$ cat config.mk
export PLATFORM = sky130hd
export DESIGN_NAME = swm_sequencer
export DESIGN_NICKNAME = d
export VERILOG_FILES = /design/src/design/swm_pkg.sv /design/src/design/swm_interval_counter.sv /design/src/design/swm_reg_if.sv /design/src/design/swm_sequencer.sv
export SDC_FILE = /design/constraint.sdc
export NUM_CORES = 1
export LEC_CHECK = 0
export ABC_CLOCK_PERIOD_IN_PS = 2200
export BUFFER_PORTS_ARGS = -buffer_cell sky130_fd_sc_hd__clkbuf_2
export CAP_MARGIN = 20
export CORE_MARGIN = 2
export CORE_UTILIZATION = 40
export CTS_CLUSTER_SIZE = 14
export DETAILED_ROUTE_END_ITERATION = 16
export GPL_TIMING_DRIVEN = 0
export HOLD_SLACK_MARGIN = 0.08
export PLACE_DENSITY = 0.54
export SYNTH_ARGS = -nofsm -noshare
export SYNTH_HDL_FRONTEND = slang
export SYNTH_HIERARCHICAL = 1
export SYNTH_SLANG_ARGS = --single-unit
$ cat constraint.sdc
create_clock -name clk_sys_i -period 2.2 [get_ports clk_sys_i]
set_input_delay 0.11 -clock clk_sys_i [delete_from_list [all_inputs] [get_ports clk_sys_i]]
set_output_delay 0.11 -clock clk_sys_i [all_outputs]
set_load 0.005 [all_outputs]
$ cat src/design/swm_pkg.sv
package swm_pkg;
   // ----------------------------------------------------------------
   // Register offsets
   // ----------------------------------------------------------------
   localparam logic [3:0] SWM_SYSCTL0_OFS = 4'h0; // system_control_zero
   localparam logic [3:0] SWM_SYSCTL2_OFS = 4'h1; // system_control_two
   localparam logic [3:0] SWM_SYSCTL3_OFS = 4'h2; // system_control_three
   localparam logic [3:0] SWM_STAT_OFS = 4'h3; // Status / mode readback
   localparam logic [3:0] SWM_IRQ_STAT_OFS = 4'h4; // Sticky event bits
   localparam logic [3:0] SWM_IRQ_MASK_OFS = 4'h5; // Interrupt mask
   localparam logic [3:0] SWM_CMD_OFS = 4'h6; // Warm-up start command

   // ----------------------------------------------------------------
   // Field positions
   // ----------------------------------------------------------------
   localparam int SWM_WEND_BIT = 0; // warmup_end_flag in ctl0
   localparam int SWM_WTIME_LSB = 0; // warmup_time_field in ctl2
   localparam int SWM_STBY_LSB = 2; // standby_select in ctl2
   localparam int SWM_LSEL_BIT = 0; // lockup_time_select in ctl3
   localparam int SWM_LFLAG_BIT = 1; // lockup_flag in ctl3
   localparam int SWM_PLLEN_BIT = 2; // PLL in use, ctl3
   localparam int SWM_CMD_WUP_BIT = 0; // Start software warm-up
   localparam int SWM_CMD_LUP_BIT = 1; // Start lock-up count
   localparam int SWM_EV_WUP = 0; // Event: warm-up done
   localparam int SWM_EV_LUP = 1; // Event: lock-up done
   localparam int SWM_EV_STBY = 2; // Event: standby entered

   // ----------------------------------------------------------------
   // Reset values
   // ----------------------------------------------------------------
   localparam logic [1:0] SWM_WTIME_RST = 2'h1;
   localparam logic [1:0] SWM_STBY_RST = 2'h0;
   localparam logic SWM_LSEL_RST = 1'b0;
   localparam logic SWM_PLLEN_RST = 1'b0;
   localparam logic [2:0] SWM_MASK_RST = 3'h0;

   // ----------------------------------------------------------------
   // Timing counts, in input clock periods
   // ----------------------------------------------------------------
   localparam int SWM_CNT_W = 17;
   localparam logic [16:0] SWM_WUP_2P8 = 17'h00100;
   localparam logic [16:0] SWM_WUP_2P14 = 17'h04000;
   localparam logic [16:0] SWM_WUP_2P16 = 17'h10000;
   localparam logic [16:0] SWM_LUP_2P16 = 17'h10000;
   localparam logic [16:0] SWM_LUP_2P12 = 17'h01000;

   // ----------------------------------------------------------------
   // Operating modes and standby select codes
   // ----------------------------------------------------------------
   typedef enum logic [4:0] {
      SWM_NORMAL = 5'b00001,
      SWM_SLOW = 5'b00010,
      SWM_IDLE = 5'b00100,
      SWM_SLEEP = 5'b01000,
      SWM_STOP = 5'b10000
   } swm_mode_t;

   localparam logic [1:0] SWM_SEL_STOP = 2'h1;
   localparam logic [1:0] SWM_SEL_SLEEP = 2'h2;
   localparam logic [1:0] SWM_SEL_IDLE = 2'h3;
endpackage

$ cat src/design/swm_interval_counter.sv
`timescale 1ns/1ps
// Down counter: loads a length, stays busy until it reaches zero
module swm_interval_counter #(
   parameter int W = 17
) (
   input wire logic clk_sys_i,
   input wire logic rst_n_i,
   input wire logic start_i,
   input wire logic [W-1:0] length_i,
   output logic busy_o,
   output logic done_o
);
   logic [W-1:0] cnt_ff;
   logic done_ff;

   // ----------------------------------------------------------------
   // Count
   // ----------------------------------------------------------------
   // Restart wins over a running count so a retrigger is clean
   always_ff @(posedge clk_sys_i or negedge rst_n_i)
   begin
      if (!rst_n_i)
      begin
         cnt_ff <= '0;
         done_ff <= 1'b0;
      end
      else if (start_i)
      begin
         cnt_ff <= length_i;
         done_ff <= 1'b0;
      end
      else if (cnt_ff != '0)
      begin
         cnt_ff <= cnt_ff - 1'b1;
         done_ff <= (cnt_ff == {{(W-1){1'b0}}, 1'b1});
      end
      else
      begin
         done_ff <= 1'b0;
      end
   end

   assign busy_o = (cnt_ff != '0);
   assign done_o = done_ff;
endmodule // swm_interval_counter

$ cat src/design/swm_reg_if.sv
`timescale 1ns/1ps
// Register read mux: read data one cycle after the strobe
module swm_reg_if (
   input wire logic clk_sys_i,
   input wire logic rst_n_i,
   input wire logic rd_i,
   input wire logic [3:0] addr_i,
   input wire logic [7:0] v0_i,
   input wire logic [7:0] v2_i,
   input wire logic [7:0] v3_i,
   input wire logic [7:0] vst_i,
   input wire logic [7:0] vis_i,
   input wire logic [7:0] vim_i,
   output logic [7:0] rdata_o
);
   import swm_pkg::*;

   // ----------------------------------------------------------------
   // Read data
   // ----------------------------------------------------------------
   // Unmapped offsets and idle cycles read as zero
   always_ff @(posedge clk_sys_i or negedge rst_n_i)
   begin
      if (!rst_n_i)
         rdata_o <= 8'h00;
      else if (!rd_i)
         rdata_o <= 8'h00;
      else
      begin
         case (addr_i)
            SWM_SYSCTL0_OFS: rdata_o <= v0_i;
            SWM_SYSCTL2_OFS: rdata_o <= v2_i;
            SWM_SYSCTL3_OFS: rdata_o <= v3_i;
            SWM_STAT_OFS: rdata_o <= vst_i;
            SWM_IRQ_STAT_OFS: rdata_o <= vis_i;
            SWM_IRQ_MASK_OFS: rdata_o <= vim_i;
            default: rdata_o <= 8'h00;
         endcase
      end
   end
endmodule // swm_reg_if

$ cat src/design/swm_sequencer.sv
// Chosen here: the address-and-strobe port and the register offsets.
`timescale 1ns/1ps
// Contract
// - halt bit enters mode from standby_select
// - doze bit always selects IDLE mode
// - SLOW accepted right after warm-up
// - warm-up lengths 2^8, 2^14, 2^16
// - lock-up 2^16 when 0, 2^12 when 1
module swm_sequencer (
   input wire logic clk_sys_i,
   input wire logic nrst_i,
   // Register port
   input wire logic [3:0] addr_i,
   input wire logic [7:0] wdata_i,
   input wire logic wr_i,
   input wire logic rd_i,
   output logic [7:0] rdata_o,
   // Core side
   input wire logic halt_i,
   input wire logic doze_i,
   input wire logic standby_req_i,
   input wire logic wake_i,
   input wire logic [1:0] mode_req_i,
   input wire logic mode_req_vld_i,
   output swm_pkg::swm_mode_t mode_o,
   output logic pll_on_o,
   output logic irq_o
);
   import swm_pkg::*;

   // ----------------------------------------------------------------
   // Reset synchroniser
   // ----------------------------------------------------------------
   logic rst_meta_ff; // First stage, read only by the second
   logic rst_n_ff; // Released reset used by all logic

   always_ff @(posedge clk_sys_i or negedge nrst_i)
   begin
      if (!nrst_i)
      begin
         rst_meta_ff <= 1'b0;
         rst_n_ff <= 1'b0;
      end
      else
      begin
         rst_meta_ff <= 1'b1;
         rst_n_ff <= rst_meta_ff;
      end
   end

   // ----------------------------------------------------------------
   // Declarations
   // ----------------------------------------------------------------
   logic [1:0] wtime_ff; // warmup_time_field
   logic [1:0] stby_ff; // standby_select
   logic lsel_ff; // lockup_time_select
   logic pllen_ff; // PLL in use
   logic [2:0] ist_ff; // Sticky event status
   logic [2:0] imask_ff; // Interrupt mask
   swm_mode_t mode_ff; // Current operating mode
   swm_mode_t nxt_mode; // Next mode
   logic wu_pend_ff; // Warm-up pending or running
   logic wr_ctl2;
   logic wr_ctl3;
   logic wr_ist;
   logic wr_imask;
   logic wr_cmd;
   logic wu_start; // Launch oscillator warm-up
   logic lu_start; // Launch PLL lock-up
   logic [SWM_CNT_W-1:0] wu_len;
   logic [SWM_CNT_W-1:0] lu_len;
   logic wu_busy;
   logic wu_done;
   logic lu_busy;
   logic lu_done;
   logic stby_ev; // Standby entered this cycle
   logic [2:0] ev; // Event vector
   logic [7:0] v0;
   logic [7:0] v2;
   logic [7:0] v3;
   logic [7:0] vst;

   // ----------------------------------------------------------------
   // Write decode
   // ----------------------------------------------------------------
   assign wr_ctl2 = wr_i && (addr_i == SWM_SYSCTL2_OFS);
   assign wr_ctl3 = wr_i && (addr_i == SWM_SYSCTL3_OFS);
   assign wr_ist = wr_i && (addr_i == SWM_IRQ_STAT_OFS);
   assign wr_imask = wr_i && (addr_i == SWM_IRQ_MASK_OFS);
   assign wr_cmd = wr_i && (addr_i == SWM_CMD_OFS);

   // ----------------------------------------------------------------
   // Warm-up time and standby select
   // ----------------------------------------------------------------
   // The field is frozen during warm-up; a write then is dropped
   // because the running count already took its length
   always_ff @(posedge clk_sys_i or negedge rst_n_ff)
   begin
      if (!rst_n_ff)
      begin
         wtime_ff <= SWM_WTIME_RST;
         stby_ff <= SWM_STBY_RST;
      end
      else if (wr_ctl2)
      begin
         stby_ff <= wdata_i[SWM_STBY_LSB +: 2];
         if (!wu_pend_ff)
            wtime_ff <= wdata_i[SWM_WTIME_LSB +: 2];
      end
   end

   // ----------------------------------------------------------------
   // Lock-up time select and PLL enable
   // ----------------------------------------------------------------
   always_ff @(posedge clk_sys_i or negedge rst_n_ff)
   begin
      if (!rst_n_ff)
      begin
         lsel_ff <= SWM_LSEL_RST;
         pllen_ff <= SWM_PLLEN_RST;
      end
      else if (wr_ctl3)
      begin
         lsel_ff <= wdata_i[SWM_LSEL_BIT];
         pllen_ff <= wdata_i[SWM_PLLEN_BIT];
      end
   end

   // ----------------------------------------------------------------
   // Interval lengths
   // ----------------------------------------------------------------
   always_comb
   begin
      case (wtime_ff)
         2'h2: wu_len = SWM_WUP_2P14;
         2'h3: wu_len = SWM_WUP_2P16;
         default: wu_len = SWM_WUP_2P8;
      endcase
   end

   assign lu_len = lsel_ff ? SWM_LUP_2P12 : SWM_LUP_2P16;

   // ----------------------------------------------------------------
   // Warm-up and lock-up launch
   // ----------------------------------------------------------------
   // Hardware warm-up on wake from STOP or SLEEP; software warm-up
   // by command in any mode. Lock-up follows whenever warm-up ends.
   assign wu_start = (wake_i && (mode_ff == SWM_STOP ||
                      mode_ff == SWM_SLEEP)) ||
                     (wr_cmd && wdata_i[SWM_CMD_WUP_BIT]);
   assign lu_start = wu_done || (wr_cmd && wdata_i[SWM_CMD_LUP_BIT]);

   swm_interval_counter #(
      .W(SWM_CNT_W)
   ) u_warmup (
      .clk_sys_i(clk_sys_i),
      .rst_n_i(rst_n_ff),
      .start_i(wu_start),
      .length_i(wu_len),
      .busy_o(wu_busy),
      .done_o(wu_done)
   );

   swm_interval_counter #(
      .W(SWM_CNT_W)
   ) u_lockup (
      .clk_sys_i(clk_sys_i),
      .rst_n_i(rst_n_ff),
      .start_i(lu_start),
      .length_i(lu_len),
      .busy_o(lu_busy),
      .done_o(lu_done)
   );

   // ----------------------------------------------------------------
   // Warm-up end flag
   // ----------------------------------------------------------------
   // Set from the launch until the count completes
   always_ff @(posedge clk_sys_i or negedge rst_n_ff)
   begin
      if (!rst_n_ff)
         wu_pend_ff <= 1'b0;
      else if (wu_start)
         wu_pend_ff <= 1'b1;
      else if (wu_done)
         wu_pend_ff <= 1'b0;
   end

   // ----------------------------------------------------------------
   // Mode sequencer
   // ----------------------------------------------------------------
   always_comb
   begin
      nxt_mode = mode_ff;
      case (mode_ff)
         SWM_NORMAL, SWM_SLOW:
         begin
            if (standby_req_i)
            begin
               if (doze_i)
                  nxt_mode = SWM_IDLE;
               else if (halt_i)
               begin
                  case (stby_ff)
                     SWM_SEL_STOP: nxt_mode = SWM_STOP;
                     SWM_SEL_SLEEP: nxt_mode = SWM_SLEEP;
                     SWM_SEL_IDLE: nxt_mode = SWM_IDLE;
                     default: nxt_mode = mode_ff;
                  endcase
               end
            end
            else if (mode_req_vld_i)
            begin
               // SLOW is taken without waiting on any flag
               if (mode_req_i == 2'h1)
                  nxt_mode = SWM_SLOW;
               else if (mode_req_i == 2'h0)
                  nxt_mode = SWM_NORMAL;
            end
         end
         SWM_STOP, SWM_SLEEP:
         begin
            // Leave standby once the oscillator has warmed up
            if (wu_done)
               nxt_mode = (mode_req_i == 2'h1) ? SWM_SLOW : SWM_NORMAL;
         end
         SWM_IDLE:
         begin
            if (wake_i)
               nxt_mode = SWM_NORMAL;
         end
         default: nxt_mode = SWM_NORMAL;
      endcase
   end

   always_ff @(posedge clk_sys_i or negedge rst_n_ff)
   begin
      if (!rst_n_ff)
         mode_ff <= SWM_NORMAL;
      else
         mode_ff <= nxt_mode;
   end

   assign stby_ev = (nxt_mode != mode_ff) &&
                    (nxt_mode == SWM_STOP || nxt_mode == SWM_SLEEP ||
                     nxt_mode == SWM_IDLE);

   // ----------------------------------------------------------------
   // Interrupt status and mask
   // ----------------------------------------------------------------
   assign ev = {stby_ev, lu_done, wu_done};

   // Set wins over write-one-to-clear in the same cycle
   always_ff @(posedge clk_sys_i or negedge rst_n_ff)
   begin
      if (!rst_n_ff)
         ist_ff <= 3'h0;
      else
         ist_ff <= (ist_ff & ~(wr_ist ? wdata_i[2:0] : 3'h0)) | ev;
   end

   always_ff @(posedge clk_sys_i or negedge rst_n_ff)
   begin
      if (!rst_n_ff)
         imask_ff <= SWM_MASK_RST;
      else if (wr_imask)
         imask_ff <= wdata_i[2:0];
   end

   // Registered so the line is glitch free
   always_ff @(posedge clk_sys_i or negedge rst_n_ff)
   begin
      if (!rst_n_ff)
         irq_o <= 1'b0;
      else
         irq_o <= |(((ist_ff & ~(wr_ist ? wdata_i[2:0] : 3'h0)) | ev)
                    & imask_ff);
   end

   // ----------------------------------------------------------------
   // Readback
   // ----------------------------------------------------------------
   assign v0 = {7'h00, wu_pend_ff};
   assign v2 = {4'h0, stby_ff, wtime_ff};
   assign v3 = {5'h00, pllen_ff, lu_busy, lsel_ff};
   assign vst = {wu_busy, 2'h0, mode_ff};

   swm_reg_if u_regs (
      .clk_sys_i(clk_sys_i),
      .rst_n_i(rst_n_ff),
      .rd_i(rd_i),
      .addr_i(addr_i),
      .v0_i(v0),
      .v2_i(v2),
      .v3_i(v3),
      .vst_i(vst),
      .vis_i({5'h00, ist_ff}),
      .vim_i({5'h00, imask_ff}),
      .rdata_o(rdata_o)
   );

   assign mode_o = mode_ff;
   assign pll_on_o = pllen_ff;
endmodule // swm_sequencer

# After elaboration in Yosys (flattened, before gate mapping)
# Index checks and enable logic that the tools add are counted.
[totals] regBits=65 in_bits=23 output_inout_bits=15 elab_cells=97
[classes] add_sub_neg=2 eq_ne=23 muxes=26 bitwise_logic=5 reduce_logical=25
[ops] cell="17-bit two-way mux" count=5
[ops] cell="8-bit case mux with 6 select lines" count=1
[ops] cell="5-bit two-way mux" count=8
[ops] cell="17-bit by 1-bit equality test with 1-bit output, second input constant" count=2
[ops] cell="17-bit case mux with 2 select lines" count=1
[ops] cell="17-bit nonzero test" count=2
[ops] cell="17-bit by 1-bit subtractor with 17-bit output, second input constant" count=2
[ops] cell="5-bit case mux with 3 select lines" count=2
[ops] cell="4-bit by 3-bit equality test with 1-bit output, second input constant" count=3
[ops] cell="5-bit by 3-bit equality test with 1-bit output, second input constant" count=2
[ops] cell="5-bit by 4-bit equality test with 1-bit output, second input constant" count=2
[ops] cell="5-bit equality test, second input constant" count=2
[ops] cell="1-bit logical AND" count=9
[ops] cell="2-bit equality test, second input constant" count=4
[ops] cell="4-bit by 2-bit equality test with 1-bit output, second input constant" count=2
[ops] cell="8-bit two-way mux" count=1
[ops] cell="3-bit bitwise AND" count=2
[ops] cell="1-bit two-way mux" count=6
[ops] cell="2-bit nonzero test" count=3
[ops] cell="5-bit by 1-bit equality test with 1-bit output, second input constant" count=1
[ops] cell="5-bit by 2-bit equality test with 1-bit output, second input constant" count=1
[ops] cell="1-bit logical OR" count=5
[ops] cell="5-bit != test" count=1
[ops] cell="2-bit by 1-bit equality test with 1-bit output, second input constant" count=2
[ops] cell="other kinds (11)" count=12

# Depth between registers and ports, before layout
[depth] depth_word=13 depth_mapped=10 mapped_depth_nobuf=8

# Hierarchy
# The synthesis kept the hierarchy.
[by_module_without_submodules] mod="swm_interval_counter" n_inst=2 cells_per_inst=111 area_per_inst_um2=1029.7 seq_area_each_um2=450.4
[by_module_without_submodules] mod="swm_sequencer" n_inst=1 cells_per_inst=143 area_per_inst_um2=1331.3 seq_area_each_um2=528.0
[by_module_without_submodules] mod="swm_reg_if" n_inst=1 cells_per_inst=60 area_per_inst_um2=696.9 seq_area_each_um2=200.2

# Worst setup path after synthesis
# OpenSTA, ideal clock, no wires.
[synth_path] kind="register -> register" startpoint="reg u_lockup.cnt_ff[12]" endpoint="reg u_regs.rdata_o[1]" setup_ps=128 arrival_ps=2172 required_time_ps=2072 slack_ps=-100 stages_incl_launch_ff=7 path_buffers=0 synth_period_minus_slack_ps=2300 cell_sequence="dfrtp_1 -> or4_1 -> or3_4 -> or3_1 -> mux2_2 -> a22oi_1 -> nor2_1"
[synth_via] elab_chain_len=3
[synth_lines] item="from (decl)" line_no="swm_interval_counter.sv:13" source="logic [W-1:0] cnt_ff;"
[synth_lines] item="from (signal assigned)" line_no="swm_interval_counter.sv:29" source="cnt_ff <= length_i;"
[synth_lines] item="from (signal assigned)" line_no="swm_interval_counter.sv:34" source="cnt_ff <= cnt_ff - 1'b1;"
[synth_lines] item="17-bit nonzero test" line_no="swm_interval_counter.sv:43" source="assign busy_o = (cnt_ff != '0);"
[synth_lines] item="named net lu_busy" line_no="swm_sequencer.sv:74" source="logic lu_busy;"
[synth_lines] item="8-bit case mux with 6 select lines" line_no="swm_reg_if.sv:30" source="case (addr_i)"
[synth_lines] item="8-bit two-way mux" line_no="swm_reg_if.sv:26" source="else if (!rd_i)"
[synth_lines] item="to (signal assigned)" line_no="swm_reg_if.sv:31" source="SWM_SYSCTL0_OFS: rdata_o <= v0_i;"
[synth_lines] item="to (signal assigned)" line_no="swm_reg_if.sv:32" source="SWM_SYSCTL2_OFS: rdata_o <= v2_i;"
[synth_lines] item="to (signal assigned)" line_no="swm_reg_if.sv:33" source="SWM_SYSCTL3_OFS: rdata_o <= v3_i;"
[synth_lines] item="to (decl)" line_no="swm_reg_if.sv:14" source="output logic [7:0] rdata_o"
# The timed path passes the listed nets, and every way through them passes these cells.
# A chain may end at the register's enable or synchronous reset.

# Final worst setup path
[layout_path] startpoint="reg mode_ff[0] (netlist: mode_o[0])" endpoint="reg irq_o"
[layout_via] elab_chain_len=12 elab_cells_between_ends=27 classes_between="9 x eq/ne; 10 x mux; 2 x bitwise; 6 x reduce/logical"
[layout_lines] item="from (decl)" line_no="swm_sequencer.sv:60" source="swm_mode_t mode_ff;"
[layout_lines] item="from (signal assigned)" line_no="swm_sequencer.sv:241" source="mode_ff <= nxt_mode;"
[layout_lines] item="5-bit case mux with 3 select lines or 5-bit two-way mux (tied branches)" line_no="swm_sequencer.sv:204, swm_sequencer.sv:217"
[layout_lines] item="5-bit two-way mux (on tied branches)" line_no="swm_sequencer.sv:202, swm_sequencer.sv:215"
[layout_lines] item="5-bit two-way mux (on tied branches)" line_no="swm_sequencer.sv:200, swm_sequencer.sv:212"
[layout_lines] item="5-bit two-way mux" line_no="swm_sequencer.sv:198" source="if (standby_req_i)"
[layout_lines] item="5-bit case mux with 3 select lines" line_no="swm_sequencer.sv:195" source="case (mode_ff)"
[layout_lines] item="5-bit equality test or 5-bit by 4-bit equality test with 1-bit output (tied branches)" line_no="swm_sequencer.sv:245" source="(nxt_mode == SWM_STOP || nxt_mode == SWM_SLEEP ||"
[layout_lines] item="1-bit logical OR (2 in series)" line_no="swm_sequencer.sv:245"
[layout_lines] item="1-bit logical AND *" line_no="swm_sequencer.sv:244" source="assign stby_ev = (nxt_mode != mode_ff) &&"
[layout_lines] item="3-bit bitwise OR *" line_no="swm_sequencer.sv:276" source="irq_o <= |(((ist_ff & ~(wr_ist ? wdata_i[2:0] : 3'h0)) | ev)"
[layout_lines] item="3-bit bitwise AND *" line_no="swm_sequencer.sv:277" source="& imask_ff);"
[layout_lines] item="3-bit OR reduction *" line_no="swm_sequencer.sv:276"
[layout_lines] item="to (signal assigned)" line_no="swm_sequencer.sv:276"
[layout_lines] item="to (decl)" line_no="swm_sequencer.sv:27" source="output logic irq_o"
# Every way passes the cells marked *; elsewhere a longest branch is shown, timed or not.

==> metrics.csv <==
metric,value,unit
clockBufferDepth,2,
p_seq_frac,0.422,
fp.dieArea,11000,um2
slew_violations,0,
yosysTopAreaCellShare,0.386,
grt_max_degree,64,
synth_enable_flop_cells,0,
violations,negative setup slack,
layout_commonest_cell,dfrtp_1,
drt-met1-wl,4770,um
setup_viol_count_final,2,
clock_latency,0.35,ns
max_slew_margin,0.443,
synth_async_sr_flop_share,1.00,
clk_pin_slew_worst_paths,0.08,ns
dr_wl_met3,347,um
drtAntennaViolNets,0,
r2r_setup_slack,-0.04,ns
setup_ws,-0.0442,ns
cp.required,2.44,ns
p_comb_frac,0.380,
diodes,0,
fp.coreArea,9860,um2
first_global_vias,3479,
synth_top_area_cell,dfrtp_1,
fmaxAchievable,446,MHz
cts_made_buffers,9,
endpoint_kind,register,
cts_max_level,3,
fillers,930,
cts.sinks,65,
drt_first_pass_iters,4,
p_clk_frac,0.198,
place_hpwl,6830,um
status,"complete, but fails checks",
grt_overflow_total,0,
fin_nets,579,
syn2layout_area_growth,27.7,%
multi_input_comb_area,2670,um2
critical_path_class,reg2reg,
antenna_found_initial,0,
intPower,3.01,mW
ys.flop_type,dfrtp_1,
via_per_inst,5.11,
hold_viol_final,0,
ys_seq_area_frac,0.399,
io_pins,38,
fin_crit_sh,1.02,
fin_setup_tns,-0.0483,ns
synthCells,425,
hold_class,in2reg,
grt_pass1_wl,17000,um
drc_errors,0,
cts_tree,yes,
period_needed,2.24,ns
grt_usage,0.193,
layout_common_cells,"dfrtp_1 (61), conb_1 (58), nor2_1 (39)",
arrival,2.49,ns
post_drt_wl_per_cell,14.5,um
start_kind,register,
synth_seq_cells,65,
die_w,105,um
fin_worst_skew,0.0135,ns
rsz0062_at_grt,yes,
wl_met2,4660,um
stdcell_area,5220,um2
dr.max_layer_used,met4,
worstMarginPinSlew,0.836,ns
placed_area,4630,um2
crit_fanout,6,
vias,3523,
p_leak,2.27,nW
yosys_warnings,6,
num_rows,36,
drt-initial-drc-count,183,
start_util,0.414,
regArea,1630,um2
avgSynthCellArea,9.62,um2
fp.dieH,105,um
switching_share,0.378,
vdd_drop_max,0.387,mV
synth_area_leaders,"dfrtp_1 (39%), mux2_2 (6.9%), xnor2_1 (3.9%), nor2_1 (3.6%), nand2_1 (3.3%)",
root_buffer,clkbuf_8,
totalWireLength,10000,um
p_sw,1.83,mW
ys_types,69,
routabilityCongestion,0.852,
synth_area,4090,um2
dp.cells,647,
final_cells,690,
port_buffers,33,
maxCapViolations,0,
drive_gt1_frac,0.266,
power_density,927,nW/um2
## synth_stat cells (all sizes together) (6+ instances only)
library cell	instances
mux2i	6
or3	10
o31ai	7
clkbuf	7
nor3	26
o21ai	28
a21oi	17
mux2	25
a211oi	6
nor2	41
a22oi	9
xnor2	18
nand2	36
dfrtp	63
nand2b	11
nand3	7
inv	12
buf	9
## per-stage QoR
step,power (mW),hold slack (ns),setup slack (ns),utilization
3_5_place_dp,3.53,-0.102,-0.425,0.470
3_3_place_gp,3.49,-0.104,-0.616,0.469
2_1_floorplan,3.11,-0.186,0.00788,-
6_report,4.84,0.160,-0.0442,0.529
4_1_cts,4.70,0.108,-0.0390,0.514
5_1_grt,5.22,0.181,-0.0991,0.529
## power groups by stage
stage                     combinational, mW  sequential [mW]  clock, mW
final                                  1.84             2.04      0.956
after floorplan                        1.18             1.93          0
after detailed placement               1.48             2.05          0
after CTS                              1.69             2.02      0.996
after global placement                 1.45             2.04          0
after global routing                   2.07             2.10       1.05
## cells by family after synthesis
group           count (synthesis)  synth area share
buf+inv                        30            0.0419
compound gates                 94             0.161
mux                            34             0.103
simple gates                  173             0.231
fa+ha+maj                       4            0.0122
other cells                     2           0.00184
xor+xnor                       23            0.0511
flops                          65             0.399
## state kept, by name (all words and copies together) (netlist names), 2 cells and up
signal           cells
u_lockup/cnt_ff     17
imask_ff             3
ist_ff               3
wtime_ff             2
mode_o               5
u_warmup/cnt_ff     17
u_regs/rdata_o       8
stby_ff              2
## path summary, 6_finish.rpt
kind                             start                  end  depth (start not counted)
max in group asynchronous     rst_n_ff   u_lockup/cnt_ff[8]                          0
max reg2reg                  mode_o[0]                irq_o                          8
max                          mode_o[0]                irq_o                          8
min reg2reg                rst_meta_ff             rst_n_ff                          0
min                             doze_i            mode_o[3]                          4
min in group asynchronous     rst_n_ff  u_warmup/cnt_ff[10]                          0
## per-layer routing
layer	up-vias	track usage
li1	1759	-
met1	1680	0.260
met2	68	0.313
met3	16	0.0362
met4	0	0.0657
met5	-	0
## area by class of cell
cell class,instances,area share
Clock inverter,4,0.00527
Timing Repair Buffer,60,0.0729
Inverter,14,0.0105
Tap cell,133,0.0319
Sequential cell,65,0.313
Buffer,16,0.0257
Multi-Input combinational cell,386,0.511
Clock buffer,12,0.0297
## worst max-delay path: stages (launching register included)
cell and delay [ns]:
dfstp_2 0.56, buf_8 0.13, or2_1 0.11, buf_6 0.11
a2111oi_4 0.04, a211o_1 0.34, a2111oi_4 0.39, a21oi_2 0.14
a221o_1 0.31
## what timing repair did
action / 4_1_cts / 5_1_grt
hold buffers: 6 / 0
setup endpoints to repair: 31 / 34
cloned: 2 / 0
endpoints found under the hold margin: 10 / 0
gates resized for setup: 19 / 26
pin swaps: 6 / 13
setup buffers: 13 / 6
(Power assumes the default switching activity.)
